`config.mk`:
```
export PLATFORM = sky130hd
export DESIGN_NAME = ptm_timer
export DESIGN_NICKNAME = d
export VERILOG_FILES = /design/src/ptm_pkg.sv /design/src/ptm_tick_gen.sv /design/src/ptm_timer.sv
export SDC_FILE = /design/constraint.sdc
export NUM_CORES = 1
export LEC_CHECK = 0
export BUFFER_PORTS_ARGS = -buffer_cell sky130_fd_sc_hd__buf_2
export CAP_MARGIN = 10
export CORE_UTILIZATION = 57
export DETAILED_ROUTE_END_ITERATION = 6
export PLACE_DENSITY = 0.8
export RECOVER_POWER = 100
export SLEW_MARGIN = 10
export SYNTH_ARGS = -nofsm -noshare
export SYNTH_HDL_FRONTEND = slang
export SYNTH_SLANG_ARGS = --single-unit
```
`constraint.sdc`:
```
create_clock -name i_clock -period 4 [get_ports i_clock]
set_input_delay 0.4 -clock i_clock [delete_from_list [all_inputs] [get_ports i_clock]]
set_output_delay 0.4 -clock i_clock [all_outputs]
set_load 0.01 [all_outputs]
```
`src/ptm_pkg.sv`:
```
// Package of register map, field positions and encodings for the periodic timer
package ptm_pkg;
	localparam int PTM_CNT_W = 10;
	localparam logic [PTM_CNT_W-1:0] PTM_CNT_MAX = 10'h3ff;
	// Register byte addresses on the AXI4-Lite bus
	localparam logic [4:0] PTM_ADDR_CTRL0 = 5'h00;
	localparam logic [4:0] PTM_ADDR_CTRL1 = 5'h04;
	localparam logic [4:0] PTM_ADDR_CNT_LO = 5'h08;
	localparam logic [4:0] PTM_ADDR_CNT_HI = 5'h0c;
	localparam logic [4:0] PTM_ADDR_CMPA_LO = 5'h10;
	localparam logic [4:0] PTM_ADDR_CMPA_HI = 5'h14;
	localparam logic [4:0] PTM_ADDR_PER_LO = 5'h18;
	localparam logic [4:0] PTM_ADDR_PER_HI = 5'h1c;
	localparam int PTM_ADDR_W = 5;
	// Control 0 field positions
	localparam int PTM_C0_HOLD = 7;
	localparam int PTM_C0_CLK_HI = 6;
	localparam int PTM_C0_CLK_LO = 4;
	localparam int PTM_C0_RUN = 3;
	// Control 1 field positions
	localparam int PTM_C1_MODE_HI = 7;
	localparam int PTM_C1_MODE_LO = 6;
	localparam int PTM_C1_OFN_HI = 5;
	localparam int PTM_C1_OFN_LO = 4;
	localparam int PTM_C1_INIT = 3;
	localparam int PTM_C1_INV = 2;
	localparam int PTM_C1_CLR = 0;
	// Flag register: write one to clear
	localparam logic [4:0] PTM_ADDR_FLAGS = 5'h20;
	localparam int PTM_FL_A = 0;
	localparam int PTM_FL_P = 1;
	localparam logic [7:0] PTM_RST_BYTE = 8'h00;
	localparam logic [1:0] PTM_RESP_OKAY = 2'b00;
	localparam logic [1:0] PTM_RESP_SLVERR = 2'b10;
	// Modes and output functions
	localparam logic [1:0] PTM_MODE_CMP = 2'b00;
	localparam logic [1:0] PTM_MODE_PWM = 2'b10;
	localparam logic [1:0] PTM_MODE_TMR = 2'b11;
	localparam logic [1:0] PTM_OFN_NONE = 2'b00;
	localparam logic [1:0] PTM_OFN_LOW = 2'b01;
	localparam logic [1:0] PTM_OFN_HIGH = 2'b10;
	localparam logic [1:0] PTM_OFN_TOG = 2'b11;
	// Clock selects
	localparam logic [2:0] PTM_CK_DIV4 = 3'h0;
	localparam logic [2:0] PTM_CK_SYS = 3'h1;
	localparam logic [2:0] PTM_CK_DIV16 = 3'h2;
	localparam logic [2:0] PTM_CK_DIV64 = 3'h3;
	localparam logic [2:0] PTM_CK_SUB = 3'h4;
	localparam logic [2:0] PTM_CK_EXT_R = 3'h6;
	localparam logic [2:0] PTM_CK_EXT_F = 3'h7;
	localparam int PTM_SUB_DIV = 256;
endpackage : ptm_pkg

```
`src/ptm_tick_gen.sv`:
```
// Timer clock enable generator: divided ticks and external pin edges
`timescale 1ns/1ps
module ptm_tick_gen
	import ptm_pkg::*;
#(
	parameter int SUB_DIV = PTM_SUB_DIV
)(
	input  wire logic       i_clock,     // System clock
	input  wire logic       i_sys_rst,   // Async reset, active high
	input  wire logic [2:0] i_clk_sel,   // Timer clock select
	input  wire logic       i_ext_pin,   // External clock pin, asynchronous
	output logic            o_tick,      // One-cycle timer clock enable
	output logic            o_ext_rise,  // One-cycle rising edge of pin
	output logic            o_ext_fall   // One-cycle falling edge of pin
);
	// Div4/16/64 ticks use the low divider bits, so the wrap must be a multiple of 64
	if (SUB_DIV < 64 || SUB_DIV > 65536 || SUB_DIV % 64 != 0)
	begin : g_bad_sub_div
		$error("SUB_DIV out of range");
	end

	logic [15:0] div_reg;
	logic        sync1_reg;
	logic        sync2_reg;
	logic        sync3_reg;
	logic        tick_next;

	always_ff @(posedge i_clock or posedge i_sys_rst)
	begin
		if (i_sys_rst)
			div_reg <= 16'h0000;
		else if (div_reg == 16'(SUB_DIV - 1))
			div_reg <= 16'h0000;
		else
			div_reg <= div_reg + 16'h0001;
	end

	// Pin synchroniser plus one stage for edge detection
	always_ff @(posedge i_clock or posedge i_sys_rst)
	begin
		if (i_sys_rst)
		begin
			sync1_reg <= 1'b0;
			sync2_reg <= 1'b0;
			sync3_reg <= 1'b0;
		end
		else
		begin
			sync1_reg <= i_ext_pin;
			sync2_reg <= sync1_reg;
			sync3_reg <= sync2_reg;
		end
	end

	always_comb
	begin
		case (i_clk_sel)
			PTM_CK_DIV4:  tick_next = (div_reg[1:0] == 2'h3);
			PTM_CK_SYS:   tick_next = 1'b1;
			PTM_CK_DIV16: tick_next = (div_reg[3:0] == 4'hf);
			PTM_CK_DIV64: tick_next = (div_reg[5:0] == 6'h3f);
			PTM_CK_SUB:   tick_next = (div_reg == 16'(SUB_DIV - 1));
			PTM_CK_EXT_R: tick_next = sync2_reg & ~sync3_reg;
			PTM_CK_EXT_F: tick_next = ~sync2_reg & sync3_reg;
			default:      tick_next = 1'b0;
		endcase
	end

	always_ff @(posedge i_clock or posedge i_sys_rst)
	begin
		if (i_sys_rst)
		begin
			o_tick     <= 1'b0;
			o_ext_rise <= 1'b0;
			o_ext_fall <= 1'b0;
		end
		else
		begin
			o_tick     <= tick_next;
			o_ext_rise <= sync2_reg & ~sync3_reg;
			o_ext_fall <= ~sync2_reg & sync3_reg;
		end
	end
endmodule : ptm_tick_gen

```
`src/ptm_timer.sv`:
```
// 10-bit periodic timer with AXI4-Lite registers
//
// Register access over AXI4-Lite and the address map were chosen for this implementation.
`timescale 1ns/1ps
module ptm_timer
	import ptm_pkg::*;
#(
	parameter int SUB_DIV = PTM_SUB_DIV
)(
	input  wire logic        i_clock,          // System clock 100 MHz
	input  wire logic        i_sys_rst,        // Async reset, active high
	input  wire logic [4:0]  i_s_axi_awaddr,   // Write address
	input  wire logic        i_s_axi_awvalid,  // Write address valid
	output logic             o_s_axi_awready,  // Write address ready
	input  wire logic [31:0] i_s_axi_wdata,    // Write data
	input  wire logic [3:0]  i_s_axi_wstrb,    // Write strobes
	input  wire logic        i_s_axi_wvalid,   // Write data valid
	output logic             o_s_axi_wready,   // Write data ready
	output logic [1:0]       o_s_axi_bresp,    // Write response
	output logic             o_s_axi_bvalid,   // Write response valid
	input  wire logic        i_s_axi_bready,   // Write response ready
	input  wire logic [4:0]  i_s_axi_araddr,   // Read address
	input  wire logic        i_s_axi_arvalid,  // Read address valid
	output logic             o_s_axi_arready,  // Read address ready
	output logic [31:0]      o_s_axi_rdata,    // Read data
	output logic [1:0]       o_s_axi_rresp,    // Read response
	output logic             o_s_axi_rvalid,   // Read data valid
	input  wire logic        i_s_axi_rready,   // Read data ready
	input  wire logic        i_ext_clock_pin,  // External clock / trigger pin
	output logic             o_timer_out_pin0, // Timer output pin 0
	output logic             o_timer_out_pin1, // Timer output pin 1
	output logic             o_timer_out_en,   // High when the timer drives the pins
	output logic             o_match_a_flag,   // Comparator A flag
	output logic             o_match_p_flag    // Comparator P flag
);
	logic [7:0]           ctrl0_reg;
	logic [7:0]           ctrl1_reg;
	logic [PTM_CNT_W-1:0] cmpa_reg;
	logic [PTM_CNT_W-1:0] per_reg;
	logic [PTM_CNT_W-1:0] cnt_reg;
	logic                 run_d_reg;
	logic                 pin_reg;
	logic                 flag_a_reg;
	logic                 flag_p_reg;
	logic                 tick;
	logic                 ext_rise;
	logic                 ext_fall;

	logic [4:0]  awaddr_reg;
	logic        aw_have_reg;
	logic [31:0] wdata_reg;
	logic [3:0]  wstrb_reg;
	logic        w_have_reg;

	wire  logic [1:0] mode_select  = ctrl1_reg[PTM_C1_MODE_HI:PTM_C1_MODE_LO];
	wire  logic [1:0] out_function = ctrl1_reg[PTM_C1_OFN_HI:PTM_C1_OFN_LO];
	wire  logic       out_init_level      = ctrl1_reg[PTM_C1_INIT];
	wire  logic       out_invert          = ctrl1_reg[PTM_C1_INV];
	wire  logic       clear_source_select = ctrl1_reg[PTM_C1_CLR];
	wire  logic       counter_run  = ctrl0_reg[PTM_C0_RUN];
	wire  logic       counter_hold = ctrl0_reg[PTM_C0_HOLD];
	wire  logic [2:0] clk_sel      = ctrl0_reg[PTM_C0_CLK_HI:PTM_C0_CLK_LO];

	ptm_tick_gen #(
		.SUB_DIV(SUB_DIV)
	) u_tick (
		.i_clock    (i_clock),
		.i_sys_rst  (i_sys_rst),
		.i_clk_sel  (clk_sel),
		.i_ext_pin  (i_ext_clock_pin),
		.o_tick     (tick),
		.o_ext_rise (ext_rise),
		.o_ext_fall (ext_fall)
	);

	// Mode decode
	logic is_cmp_like;
	logic is_pwm;
	logic is_single;
	logic run_rise;
	logic advance;
	logic [PTM_CNT_W-1:0] cnt_inc;
	logic match_a;
	logic match_p;
	logic ovf;
	logic clear_cnt;
	logic set_a;
	logic set_p;
	logic trigger;
	logic single_end;

	always_comb
	begin
		is_cmp_like = (mode_select == PTM_MODE_CMP) || (mode_select == PTM_MODE_TMR);
		is_pwm      = (mode_select == PTM_MODE_PWM) && (out_function != PTM_OFN_TOG);
		is_single   = (mode_select == PTM_MODE_PWM) && (out_function == PTM_OFN_TOG);
		run_rise    = counter_run & ~run_d_reg;
		advance     = counter_run & ~counter_hold & tick & ~run_rise;
		cnt_inc     = cnt_reg + 10'h001;
		ovf         = advance && (cnt_reg == PTM_CNT_MAX);
		// Matches fire as the count steps onto the compare value
		match_a     = advance && (cmpa_reg != 10'h000) && (cnt_inc == cmpa_reg);
		match_p     = advance && (per_reg != 10'h000) && (cnt_inc == per_reg);
		clear_cnt   = 1'b0;
		set_a       = 1'b0;
		set_p       = 1'b0;
		single_end  = 1'b0;
		if (is_cmp_like)
		begin
			set_a = match_a;
			if (clear_source_select)
			begin
				clear_cnt = match_a || ovf;
			end
			else
			begin
				clear_cnt = match_p || (per_reg == 10'h000 && ovf);
				set_p     = match_p || (per_reg == 10'h000 && ovf);
			end
		end
		else if (is_pwm)
		begin
			clear_cnt = match_p || ovf;
			set_a     = match_a;
			set_p     = match_p || (per_reg == 10'h000 && ovf);
		end
		else if (is_single)
		begin
			set_a      = match_a;
			single_end = match_a;
		end
	end

	// Pin edge starts a single pulse when the run bit is low
	always_comb
	begin
		trigger = is_single && !counter_run &&
			((clk_sel == PTM_CK_EXT_F) ? ext_fall : ext_rise);
	end

	// Counter
	always_ff @(posedge i_clock or posedge i_sys_rst)
	begin
		if (i_sys_rst)
			cnt_reg <= 10'h000;
		else if (run_rise)
			cnt_reg <= 10'h000;
		else if (advance)
		begin
			if (clear_cnt)
				cnt_reg <= 10'h000;
			else
				cnt_reg <= cnt_inc;
		end
	end

	always_ff @(posedge i_clock or posedge i_sys_rst)
	begin
		if (i_sys_rst)
			run_d_reg <= 1'b0;
		else
			run_d_reg <= counter_run;
	end

	// Output level
	logic pwm_active;
	always_comb
	begin
		if (per_reg == 10'h000)
			pwm_active = (cnt_reg < cmpa_reg);
		else
			pwm_active = (cnt_reg < cmpa_reg) || (cmpa_reg >= per_reg);
	end

	always_ff @(posedge i_clock or posedge i_sys_rst)
	begin
		if (i_sys_rst)
			pin_reg <= 1'b0;
		else if (mode_select == PTM_MODE_CMP)
		begin
			if (run_rise)
				pin_reg <= out_init_level;
			else if (set_a)
			begin
				case (out_function)
					PTM_OFN_LOW:  pin_reg <= 1'b0;
					PTM_OFN_HIGH: pin_reg <= 1'b1;
					PTM_OFN_TOG:  pin_reg <= ~pin_reg;
					default:      pin_reg <= pin_reg;
				endcase
			end
		end
		else if (is_single)
		begin
			if (run_rise)
				pin_reg <= out_init_level;
			else if (single_end || !counter_run)
				pin_reg <= ~out_init_level;
		end
		else if (is_pwm)
		begin
			case (out_function)
				PTM_OFN_NONE: pin_reg <= ~out_init_level;
				PTM_OFN_LOW:  pin_reg <= out_init_level;
				default:      pin_reg <= pwm_active ? out_init_level : ~out_init_level;
			endcase
		end
	end

	always_ff @(posedge i_clock or posedge i_sys_rst)
	begin
		if (i_sys_rst)
		begin
			o_timer_out_pin0 <= 1'b0;
			o_timer_out_pin1 <= 1'b0;
			o_timer_out_en   <= 1'b0;
		end
		else
		begin
			o_timer_out_pin0 <= pin_reg ^ out_invert;
			o_timer_out_pin1 <= pin_reg ^ out_invert;
			o_timer_out_en   <= (mode_select != PTM_MODE_TMR);
		end
	end

	// Register bus
	logic wr_go;
	logic rd_go;
	logic [4:0] rd_addr;
	always_comb
	begin
		wr_go   = aw_have_reg && w_have_reg && !o_s_axi_bvalid;
		rd_go   = i_s_axi_arvalid && o_s_axi_arready;
		rd_addr = i_s_axi_araddr;
	end

	always_ff @(posedge i_clock or posedge i_sys_rst)
	begin
		if (i_sys_rst)
		begin
			aw_have_reg     <= 1'b0;
			w_have_reg      <= 1'b0;
			awaddr_reg      <= 5'h00;
			wdata_reg       <= 32'h0000_0000;
			wstrb_reg       <= 4'h0;
			o_s_axi_awready <= 1'b1;
			o_s_axi_wready  <= 1'b1;
			o_s_axi_bvalid  <= 1'b0;
			o_s_axi_bresp   <= PTM_RESP_OKAY;
		end
		else
		begin
			if (i_s_axi_awvalid && o_s_axi_awready)
			begin
				awaddr_reg      <= i_s_axi_awaddr;
				aw_have_reg     <= 1'b1;
				o_s_axi_awready <= 1'b0;
			end
			if (i_s_axi_wvalid && o_s_axi_wready)
			begin
				wdata_reg      <= i_s_axi_wdata;
				wstrb_reg      <= i_s_axi_wstrb;
				w_have_reg     <= 1'b1;
				o_s_axi_wready <= 1'b0;
			end
			if (wr_go)
			begin
				aw_have_reg    <= 1'b0;
				w_have_reg     <= 1'b0;
				o_s_axi_bvalid <= 1'b1;
				o_s_axi_bresp  <= (awaddr_reg[1:0] == 2'b00 && awaddr_reg <= PTM_ADDR_PER_HI)
					|| awaddr_reg == PTM_ADDR_FLAGS ? PTM_RESP_OKAY : PTM_RESP_SLVERR;
			end
			if (o_s_axi_bvalid && i_s_axi_bready)
			begin
				o_s_axi_bvalid  <= 1'b0;
				o_s_axi_awready <= 1'b1;
				o_s_axi_wready  <= 1'b1;
			end
		end
	end

	logic wr_lane0;
	always_comb
	begin
		wr_lane0 = wr_go && wstrb_reg[0];
	end

	// Control and value registers
	always_ff @(posedge i_clock or posedge i_sys_rst)
	begin
		if (i_sys_rst)
		begin
			ctrl0_reg <= PTM_RST_BYTE;
			ctrl1_reg <= PTM_RST_BYTE;
			cmpa_reg  <= 10'h000;
			per_reg   <= 10'h000;
		end
		else
		begin
			if (wr_lane0 && awaddr_reg == PTM_ADDR_CTRL0)
				ctrl0_reg <= {wdata_reg[7:3], 3'b000};
			else if (trigger)
				ctrl0_reg[PTM_C0_RUN] <= 1'b1;
			else if (single_end)
				ctrl0_reg[PTM_C0_RUN] <= 1'b0;
			if (wr_lane0 && awaddr_reg == PTM_ADDR_CTRL1)
				ctrl1_reg <= wdata_reg[7:0];
			if (wr_lane0 && awaddr_reg == PTM_ADDR_CMPA_LO)
				cmpa_reg[7:0] <= wdata_reg[7:0];
			if (wr_lane0 && awaddr_reg == PTM_ADDR_CMPA_HI)
				cmpa_reg[9:8] <= wdata_reg[1:0];
			if (wr_lane0 && awaddr_reg == PTM_ADDR_PER_LO)
				per_reg[7:0] <= wdata_reg[7:0];
			if (wr_lane0 && awaddr_reg == PTM_ADDR_PER_HI)
				per_reg[9:8] <= wdata_reg[1:0];
		end
	end

	// Sticky flags: a set in the clearing cycle wins
	always_ff @(posedge i_clock or posedge i_sys_rst)
	begin
		if (i_sys_rst)
		begin
			flag_a_reg <= 1'b0;
			flag_p_reg <= 1'b0;
		end
		else
		begin
			if (set_a)
				flag_a_reg <= 1'b1;
			else if (wr_lane0 && awaddr_reg == PTM_ADDR_FLAGS && wdata_reg[PTM_FL_A])
				flag_a_reg <= 1'b0;
			if (set_p)
				flag_p_reg <= 1'b1;
			else if (wr_lane0 && awaddr_reg == PTM_ADDR_FLAGS && wdata_reg[PTM_FL_P])
				flag_p_reg <= 1'b0;
		end
	end

	always_ff @(posedge i_clock or posedge i_sys_rst)
	begin
		if (i_sys_rst)
		begin
			o_match_a_flag <= 1'b0;
			o_match_p_flag <= 1'b0;
		end
		else
		begin
			o_match_a_flag <= flag_a_reg | set_a;
			o_match_p_flag <= flag_p_reg | set_p;
		end
	end

	// Read channel
	always_ff @(posedge i_clock or posedge i_sys_rst)
	begin
		if (i_sys_rst)
		begin
			o_s_axi_arready <= 1'b1;
			o_s_axi_rvalid  <= 1'b0;
			o_s_axi_rdata   <= 32'h0000_0000;
			o_s_axi_rresp   <= PTM_RESP_OKAY;
		end
		else if (rd_go)
		begin
			o_s_axi_arready <= 1'b0;
			o_s_axi_rvalid  <= 1'b1;
			o_s_axi_rresp   <= PTM_RESP_OKAY;
			case (rd_addr)
				PTM_ADDR_CTRL0:   o_s_axi_rdata <= {24'h000000, ctrl0_reg};
				PTM_ADDR_CTRL1:   o_s_axi_rdata <= {24'h000000, ctrl1_reg};
				PTM_ADDR_CNT_LO:  o_s_axi_rdata <= {24'h000000, cnt_reg[7:0]};
				PTM_ADDR_CNT_HI:  o_s_axi_rdata <= {30'h0, cnt_reg[9:8]};
				PTM_ADDR_CMPA_LO: o_s_axi_rdata <= {24'h000000, cmpa_reg[7:0]};
				PTM_ADDR_CMPA_HI: o_s_axi_rdata <= {30'h0, cmpa_reg[9:8]};
				PTM_ADDR_PER_LO:  o_s_axi_rdata <= {24'h000000, per_reg[7:0]};
				PTM_ADDR_PER_HI:  o_s_axi_rdata <= {30'h0, per_reg[9:8]};
				PTM_ADDR_FLAGS:   o_s_axi_rdata <= {30'h0, flag_p_reg, flag_a_reg};
				default:
				begin
					o_s_axi_rdata <= 32'h0000_0000;
					o_s_axi_rresp <= PTM_RESP_SLVERR;
				end
			endcase
		end
		else if (o_s_axi_rvalid && i_s_axi_rready)
		begin
			o_s_axi_rvalid  <= 1'b0;
			o_s_axi_arready <= 1'b1;
		end
	end
endmodule : ptm_timer

```
* Yosys cells after proc, flatten, opt, wreduce, memory -nomap -nowiden
Cells that the tools add are included.
Word-level totals: bits in registers 130, input bits 54, output and inout port bits 46, word-level logic and storage cells 202
Operators by class: add/subtract/negate cells 2, $lt $le $gt $ge 3, equal/unequal tests 35, mux-type cells 52, bitwise gates (word level) 16, reductions and logical operators 58
Operator list (count):
- $pmux W8 S8 | 1
- $mux W1 | 42
- $eq A5 B5 Y1 const B | 8
- $mux W10 | 3
- $logic_and A1 B1 Y1 | 27
- $eq A10 B10 Y1 | 2
- $reduce_bool A10 Y1 | 2
- $reduce_bool A2 Y1 | 9
- $add A16 B1 Y16 const B | 1
- $eq A16 B8 Y1 const B | 1
- $mux W16 | 1
- $add A10 B1 Y10 const B | 1
- $eq A10 B10 Y1 const B | 1
- $eq A2 B2 Y1 const B | 5
- $eq A5 B3 Y1 const B | 2
- $eq A5 B4 Y1 const B | 2
- $ge A10 B10 Y1 | 1
- $logic_not A10 Y1 | 1
- $logic_not A5 Y1 | 2
- $lt A10 B10 Y1 | 1
- $eq A3 B3 Y1 const B | 3
- $reduce_or A8 Y1 | 1
- $logic_or A1 B1 Y1 | 7
- $not A1 Y1 | 7
- 22 further kinds | 35

* Logic depth before layout (Yosys ltp)
Gate-level depths: netlist (run 1).
word-level depth 14, depth in mapped cells 11, depth with buffers taken out 10

* By module
A second synthesis (run 1) with hierarchy kept.
Second synthesis, totals: cells, all modules 601, area total of the unflattened synthesis 6143.4 um2
Modules (own cells, without submodules):
- ptm_timer | times used 1, cells each 521, area each 5207.5 um2, sequential area each 2055.7 um2
- ptm_tick_gen | times used 1, cells each 80, area each 935.9 um2, sequential area each 550.5 um2

* Worst setup path before layout (run 1)
No wires, ideal clock.
kind flip-flop to flip-flop, start reg cnt_reg[0], end reg ctrl0_reg[3], library setup time 0.151 ns, data arrival time 2.538 ns, data required time 3.849 ns, slack 1.311 ns, cell stages (with the launch flop) 10, path buffers 0, period minus slack after synthesis 2.689 ns, path through dfrtp_1 > ha_1 > xor2_1 > nor3_1 > o221ai_2 > or4_1 > or4_4 > o21ai_1 > o31a_1 > o21ai_1
Between the ends: cells in the longest elaborated chain, start to end 7
Ends and longest elaborated chain:
- start: declaration | RTL line ptm_timer.sv:40 | logic [PTM_CNT_W-1:0] cnt_reg;
- start signal: assignment | RTL line ptm_timer.sv:153 | cnt_reg <= cnt_inc;
- $add A10 B1 Y10 | RTL line ptm_timer.sv:99 | cnt_inc = cnt_reg + 10'h001;
- $eq A10 B10 Y1 | RTL line ptm_timer.sv:102 | match_a = advance && (cmpa_reg != 10'h000) && (cnt_inc == cmpa_reg);
- $logic_and A1 B1 Y1 | RTL line ptm_timer.sv:102
- $mux W1 | RTL line ptm_timer.sv:127 | else if (is_single)
- $mux W1 | RTL line ptm_timer.sv:121 | else if (is_pwm)
- $mux W1 | RTL line ptm_timer.sv:108 | if (is_cmp_like)
- $reduce_bool A3 Y1 (no line)
- end signal: assignment | RTL line ptm_timer.sv:302 | ctrl0_reg <= {wdata_reg[7:3], 3'b000};
- end: declaration | RTL line ptm_timer.sv:36 | logic [7:0] ctrl0_reg;
Every way passes these cells. A chain may end at the register's enable or synchronous reset.

* Worst setup path after layout (run 1)
Same ends and word-level chain as after synthesis.

==> results.sh, run 1 <==
export IMPL_synthArstFlopShare_pct=100.0
export IMPL_route_detailed_drc=0
export IMPL_min_path_cells=1
export IMPL_r2r_end="ctrl0_reg[3]$_DFFE_PP0P_"
export IMPL_r2r_start="cnt_reg[0]$_DFFE_PP0P_"
export IMPL_r2r_cells=9
export IMPL_path_cells="ha_1, nand4_1, or3_1, o311ai_0, a22oi_1, or4_1, o21ai_0, o31a_1, o21ai_1"
export IMPL_fp_dieW_um=105.6
export IMPL_tns_ps=0
export IMPL_leakagePower_nw=2.889
export IMPL_power_density_nw_per_um2=603.7
export IMPL_h_tree_depth=3
export IMPL_max_stage_delay_ps=650
export IMPL_seq_area_frac_synth_pct=42.63
export IMPL_initial_core_util_pct=58.95
export IMPL_vdd_drop_max_mv=0.4845
export IMPL_holdPathEnd="u_tick.sync1_reg$_DFF_PP0_"
export IMPL_ios=100
export IMPL_fmax_mhz=304.7
export IMPL_core_area_um2=10370
export IMPL_start_kind="flip-flop"
export IMPL_wire_per_inst_um=17.81
export IMPL_vias=4826
export IMPL_p_total_w=0.003906
export IMPL_place_gp_congestion=0.9751
export IMPL_synth_area_leader_cell="dfrtp_1"
export IMPL_cap_violations=1
export IMPL_synth_area_leaders="dfrtp_1 41%, mux2_2 7.0%, ha_1 5.3%"
export IMPL_insertion_delay_ps=390
export IMPL_clock_sinks=104
export IMPL_utilization_pct=62.39
export IMPL_ys_flop_type="dfrtp_1"
export IMPL_fp_dieH_um=105.6
export IMPL_critPathSlowestCell="or4_1"
export IMPL_dr_pass1_iters=5
export IMPL_violations="max-capacitance violations, max-slew violations"
export IMPL_portBuffers=46
export IMPL_cts_buffer_depth=2
export IMPL_numCtsBuffers=9
export IMPL_post_cts_buffers=0
export IMPL_yosysTopAreaCellShare_pct=41.34
export IMPL_nFillCells=872
export IMPL_drv_slew=72
export IMPL_avgSynthCellArea_um2=9.876
export IMPL_grt_pass1_wl_um=23200
export IMPL_min_period_over_period_pct=82.04
export IMPL_n_antenna_cell=0
export IMPL_hp_class="input port to flip-flop"
export IMPL_post_route_min_period_ps=3282
export IMPL_areaGrowthSynthToFinish_pct=5.833
export IMPL_postSynthCellCount=619
export IMPL_grt_usage_pct=27.00
export IMPL_setup_viol=0
export IMPL_drive_gt1_share_pct=13.60
export IMPL_grt_overflow_total=0
export IMPL_viasPerCell=6.048
export IMPL_num_nets_final=737
export IMPL_ys_warn_count=0
export IMPL_fin_skew_ps=18.46
export IMPL_cts_root_buf="clkbuf_8"
export IMPL_netlist_area_um2=6113
export IMPL_hp_start="i_ext_clock_pin"
export IMPL_grt_max_degree=72
export IMPL_critPathMaxFanout=8
export IMPL_hold_viol=0
export IMPL_ctsHoldBuffers=0
export IMPL_worst_ep_required_time_ps=4260
export IMPL_dp_final_hpwl_um=10460
export IMPL_crit_arrival_ps=3540
export IMPL_rows=37
export IMPL_tightestPinTransition_ps=2996
export IMPL_die_area_um2=11140
export IMPL_synth_cell_types=67
export IMPL_relSlewSlack_pct=-100.8
export IMPL_cts_tree="done"
export IMPL_outcome="complete, but fails checks"
export IMPL_antenna_found_initial=0
export IMPL_largest_reg_flops=16
export IMPL_cts_resized=0
export IMPL_finalWirelength_um=14210
export IMPL_clk_pin_slew_ps=110
export IMPL_drt_iter0_markers=281
export IMPL_endpoint_kind="flip-flop"
export IMPL_critical_path_class="flip-flop to flip-flop"
export IMPL_antenna_left=0
export IMPL_ys_ff_latch=104
export IMPL_synth_edf_count=0
export IMPL_r2r_slack_ps=720
export IMPL_rsz0062_at_grt="false"
export IMPL_first_global_vias=4694
export IMPL_whs_ps=115.9
-- worst max-delay path: cells and delay by family, from the launching register on --
| family | cells | cell delay (ps) |
|---|---|---|
| adders and majority gates | 1 | 340 |
| DFF | 1 | 560 |
| AOI/OAI and AO/OA | 5 | 800 |
| and+or+nand+nor | 3 | 1440 |
-- Yosys cell counts (4+ instances only) --
library cell  instances
nand2b_1              7
ha_1                 26
a21o_1               10
nand2_1              66
clkbuf_1              9
nor2b_1               9
and3_1               13
buf_4                29
nor2_1               27
mux2_2               38
dfrtp_1             101
o21ai_0              53
inv_1                36
xnor3_1               4
xnor2_1              21
a22oi_1              10
nor4_1               12
nor3b_1               5
xor2_1                9
nor3_1               10
nand3_1              18
a211o_1               4
or3_1                 4
o21bai_1              4
a21oi_1              19
o211ai_1              4
buf_2                 5
mux2i_1               8
-- cell type report --
class                      instances  area, um^2  share of cell area (%)
multi-input combinational        457        3158                   48.81
tap                              136       170.2                   2.630
sequential                       104        2606                   40.28
clock inverter                     6       55.05                  0.8509
inverter                          36       136.4                   2.108
clock buffer                      10       127.6                   1.973
timing repair buffer              49       216.5                   3.346
-- routing by layer --
layer	share of wire (%)	global-route usage (%)	vias to the layer above
li1	-	-	2223
met1	43	35.25	2352
met5	0	0	-
met3	6.9	4.947	45
met2	47	43.33	206
met4	3.6	13.59	0
-- cells by family (layout without fill, tap and decap cells) --
family          after synthesis  in the layout  share of synthesized area [%]
mux                          48             48                          9.108
buf+inv                      83            101                          7.122
fa+ha+maj                    26             26                          5.321
other cells                   1             26                        0.06134
simple gates                192            192                          16.19
compound gates              130            130                          13.53
flops                       104            104                          42.63
xor+xnor                     35             35                          6.038
-- worst max path at each step --
| stage | start | to | depth (start not counted) |
|---|---|---|---|
| 4_1_cts | cnt_reg[0]$_DFFE_PP0P_ | cnt_reg[2]$_DFFE_PP0P_ | 9 |
| 3_3_place_gp | cnt_reg[0]$_DFFE_PP0P_ | cnt_reg[2]$_DFFE_PP0P_ | 9 |
| 2_1_floorplan | i_sys_rst | aw_have_reg$_DFFE_PP0P_ | 1 |
| 6_report | cnt_reg[0]$_DFFE_PP0P_ | ctrl0_reg[3]$_DFFE_PP0P_ | 9 |
| 3_5_place_dp | cnt_reg[0]$_DFFE_PP0P_ | cnt_reg[2]$_DFFE_PP0P_ | 9 |
| 5_1_grt | cnt_reg[0]$_DFFE_PP0P_ | cnt_reg[2]$_DFFE_PP0P_ | 9 |
-- cells in the final DEF (no fill, tap or decap), types with 4 or more instances in the layout --
cell type | netlist | layout
mux2_2 | 38 | 38
ha_1 | 26 | 26
a21o_1 | 10 | 10
nand3_1 | 18 | 18
xnor3_1 | 4 | 4
a211o_1 | 4 | 4
nor2b_1 | 9 | 9
nor2_1 | 27 | 27
buf_2 | 5 | 25
xor2_1 | 9 | 9
o21bai_1 | 4 | 4
or3_1 | 4 | 4
o21ai_0 | 53 | 54
nor4_1 | 12 | 12
nor3_1 | 10 | 10
and3_1 | 13 | 13
xnor2_1 | 21 | 21
o211ai_1 | 4 | 4
nand2_1 | 66 | 66
mux2i_1 | 8 | 8
nand2b_1 | 7 | 7
nor3b_1 | 5 | 5
conb_1 | 1 | 26
inv_1 | 36 | 35
a22oi_1 | 10 | 10
clkbuf_1 | 9 | 24
clkbuf_8 | 0 | 9
dfrtp_1 | 101 | 101
a21oi_1 | 19 | 20
-- stage by stage --
stage                     instances  area, um^2  setup slack (ps)
after floorplan                 644        6207             872.8
final                           798        6470             718.4
after global routing            798        6470             547.4
after global placement          782        6332             947.2
after detailed placement        782        6332             866.7
after CTS                       798        6515             841.1
-- power by group --
part | total (W) | switching (W) | leakage, nW | internal (W)
clock network | 0.000625 | 0.000390 | 0.0896 | 0.000235
logic | 0.00151 | 0.000783 | 1.44 | 0.000724
registers | 0.00177 | 0.000461 | 1.36 | 0.00131
total | 0.00391 | 0.00163 | 2.89 | 0.00227
Note: power is estimated with default switching activity, not from simulation.
==> run 2, diff against run 1 <==
--- a/config.mk
+++ b/config.mk
@@ -5,11 +5,12 @@
 export SDC_FILE = /design/constraint.sdc
 export NUM_CORES = 1
 export LEC_CHECK = 0
+export ABC_AREA = 1
 export BUFFER_PORTS_ARGS = -buffer_cell sky130_fd_sc_hd__buf_2
 export CAP_MARGIN = 10
-export CORE_UTILIZATION = 57
+export CORE_UTILIZATION = 52
 export DETAILED_ROUTE_END_ITERATION = 6
-export PLACE_DENSITY = 0.8
+export PLACE_DENSITY = 0.77
 export RECOVER_POWER = 100
 export SLEW_MARGIN = 10
 export SYNTH_ARGS = -nofsm -noshare
==> constraint.sdc (replaced) <==
create_clock -name i_clock -period 2.97 [get_ports i_clock]
set_input_delay 0.297 -clock i_clock [delete_from_list [all_inputs] [get_ports i_clock]]
set_output_delay 0.297 -clock i_clock [all_outputs]
set_load 0.01 [all_outputs]
==> run 2 against run 1 <==
Compared with the run above:
- the run ends with design-rule violations, max-capacitance violations, max-slew violations left
- sequential share of layout area is 1.5 points lower
- non-clock buffer count is 1 higher
- wire length increased by 4.1%
- via count increased by 8.5%
- synthesized cell count rose by 30%
- worst hold slack worse by 75 ps
- clock power increased by 89%
- power up 25%
- area after synthesis increased by 1.5%
- first-iteration DRC count grew 63%
- register-to-register slack worse by 280 ps
- critical path type unchanged
- critical endpoint is now pin_reg$_DFFE_PP0P_
- largest power group unchanged
==> results.sh, run 2 <==
export IMPL_endpoint_kind="flip-flop"
export IMPL_hp_start="i_ext_clock_pin"
export IMPL_viasPerCell=5.226
export IMPL_layout_cells_non_filler=1002
export IMPL_clk_pin_slew_ps=70
export IMPL_netSwitchingPower_w=0.001966
export IMPL_ys_ff_latch=104
export IMPL_core_area_um2=11520
export IMPL_holdPathEnd="u_tick.sync1_reg$_DFF_PP0_"
export IMPL_hp_class="input port to flip-flop"
export IMPL_outcome="complete, but fails checks"
export IMPL_worst_ep_required_time_ps=3220
export IMPL_portBuffers=46
export IMPL_r2r_end="pin_reg$_DFFE_PP0P_"
export IMPL_rows=39
export IMPL_vdd_drop_max_mv=0.4581
export IMPL_synth_cell_types=50
export IMPL_seqPwrFrac_pct=41.8
export IMPL_pwr_share_comb_pct=34.1
export IMPL_fp_dieW_um=111.2
export IMPL_first_global_vias=4836
export IMPL_cts_root_buf="clkbuf_16"
export IMPL_seq_area_frac_synth_pct=42.00
export IMPL_grt_max_degree=49
export IMPL_clock_sinks=104
export IMPL_drive_gt1_share_pct=9.313
export IMPL_dr_pass1_iters=7
export IMPL_num_nets_final=934
export IMPL_largest_reg_flops=16
export IMPL_post_cts_buffers=0
export IMPL_die_area_um2=12380
export IMPL_synthTopCellsByCount="220 x nand2_1, 111 x inv_1, 101 x dfrtp_1"
export IMPL_ys_warn_count=0
export IMPL_vias=5236
export IMPL_cts_buffer_depth=2
export IMPL_antenna_found_initial=0
export IMPL_avgSynthCellArea_um2=7.709
export IMPL_cts_tree="done"
export IMPL_antenna_left=0
export IMPL_start_kind="flip-flop"
export IMPL_final_common_cell="nand2_1"
export IMPL_fin_skew_ps=14.55
export IMPL_violations="design-rule violations, max-capacitance violations, max-slew violations"
export IMPL_leakagePower_nw=3.436
export IMPL_post_route_min_period_ps=2530
export IMPL_ios=100
export IMPL_finalWirelength_um=14790
export IMPL_hold_viol=0
export IMPL_min_path_cells=1
export IMPL_dp_cells=986
export IMPL_yosysMostFrequentCell="nand2_1"
export IMPL_min_period_over_period_pct=85.20
export IMPL_power_density_nw_per_um2=726.8
export IMPL_setup_viol=0
export IMPL_fmax_mhz=395.2
export IMPL_critPathMaxFanout=11
export IMPL_netlist_area_um2=6206
export IMPL_insertion_delay_ps=360
export IMPL_drt_iter0_markers=459
export IMPL_cap_violations=1
export IMPL_relSlewSlack_pct=-15.59
export IMPL_nFillCells=1096
export IMPL_place_gp_congestion=0.9707
export IMPL_cts_resized=0
export IMPL_route_detailed_drc=13
export IMPL_mostFrequentLayoutCells="223 x nand2_1, 112 x inv_1, 101 x dfrtp_1"
export IMPL_p_int_w=0.002919
export IMPL_h_tree_depth=3
export IMPL_rsz0062_at_grt="false"
export IMPL_pre_cts_ws_ps=567.7
export IMPL_postSynthCellCount=805
export IMPL_p_clk_share_pct=24.1
export IMPL_wire_per_inst_um=14.76
export IMPL_synth_area_leader_cell="dfrtp_1"
export IMPL_r2r_slack_ps=440
export IMPL_tns_ps=0
export IMPL_drv_slew=40
export IMPL_setup_slack_ps=439.6
export IMPL_grt_usage_pct=25.51
export IMPL_dp_final_hpwl_um=11240
export IMPL_grt_pass1_wl_um=24450
export IMPL_numCtsBuffers=9
export IMPL_ys_flop_type="dfrtp_1"
export IMPL_utilization_pct=58.38
export IMPL_critical_path_class="flip-flop to flip-flop"
export IMPL_fp_dieH_um=111.2
export IMPL_r2r_cells=14
export IMPL_tightestPinTransition_ps=1724
export IMPL_ctsHoldBuffers=0
export IMPL_n_antenna_cell=0
export IMPL_whs_ps=41.17
export IMPL_areaGrowthSynthToFinish_pct=8.327
export IMPL_synth_edf_count=0
export IMPL_swShare_pct=40.25
export IMPL_crit_arrival_ps=2780
export IMPL_synth_area_leaders="dfrtp_1 41%, nand2_1 13%, inv_1 6.7%"
export IMPL_yosysTopAreaCellShare_pct=40.73
export IMPL_grt_overflow_total=0
export IMPL_synthArstFlopShare_pct=100.0
export IMPL_r2r_start="cnt_reg[0]$_DFFE_PP0P_"
export IMPL_initial_core_util_pct=53.89
run 2: cell count changes after synthesis, moves of 9 or more:
cell and delta:
nor4_1 -9, nor2b_1 -9, a22oi_1 -10, nand2_1 +154, inv_1 +75, xnor2_1 -19
nand3_1 +27, nand4_1 +18, nand2_2 +11, nor2_1 +36, mux2_2 -38, and3_1 -10
run 2: per-stage QoR:
stage / power [W] / instance area, um^2
floorplan: 0.003272 / 6304
global placement: 0.003710 / 6506
detailed placement: 0.003762 / 6506
CTS: 0.004951 / 6799
global route: 0.005282 / 6723
finish: 0.004886 / 6723
run 2: kinds of logic after synthesis:
| family | synth area share (%) |
|---|---|
| buf+inv | 11.09 |
| fa+ha+maj | 5.242 |
| xor+xnor | 2.238 |
| compound gates | 9.940 |
| flops | 42.00 |
| other cells | 0.06043 |
| simple gates | 29.44 |
run 2: cell type report:
type	count	area [um^2]	area share, %
Inverter	117	440.4	6.551
Clock inverter	4	36.28	0.5397
Sequential cell	104	2606	38.77
Clock buffer	12	256.5	3.815
Timing Repair Buffer	50	225.2	3.350
Multi-Input combinational cell	572	2979	44.31
Tap cell	143	178.9	2.661
run 2: power by group through the flow:
stage	clock [W]	combinational, W	sequential, W
6_report	0.00118	0.00167	0.00204
5_1_grt	0.00126	0.00194	0.00208
4_1_cts	0.00120	0.00171	0.00204
3_5_place_dp	0	0.00169	0.00207
3_3_place_gp	0	0.00166	0.00205
2_1_floorplan	0	0.00129	0.00199
run 2: worst max path at each step:
stage,end,start
3_3_place_gp,pin_reg$_DFFE_PP0P_,cnt_reg[0]$_DFFE_PP0P_
5_1_grt,cnt_reg[2]$_DFFE_PP0P_,cnt_reg[0]$_DFFE_PP0P_
3_5_place_dp,pin_reg$_DFFE_PP0P_,cnt_reg[0]$_DFFE_PP0P_
4_1_cts,pin_reg$_DFFE_PP0P_,cnt_reg[0]$_DFFE_PP0P_
2_1_floorplan,pin_reg$_DFFE_PP0P_,cnt_reg[0]$_DFFE_PP0P_
6_report,pin_reg$_DFFE_PP0P_,cnt_reg[0]$_DFFE_PP0P_
run 2: worst max-delay path, cell delays in order (launching register included):
cell	delay, ps
dfrtp_1	610
ha_1	280
nand2_2	110
nor2_8	160
nand3_2	80
nand2_2	110
nand2_2	80
nand2_1	80
nand3_1	80
nor2_1	200
nand3_1	220
o21ai_2	190
nand3_1	100
nand2_1	70
nand2_1	50
run 2: metal layers:
layer,GRT usage (%),part of all wire [%]
met1,36.10,46
met2,39.50,45
met3,5.303,7.2
met4,7.387,1.5
met5,0,0
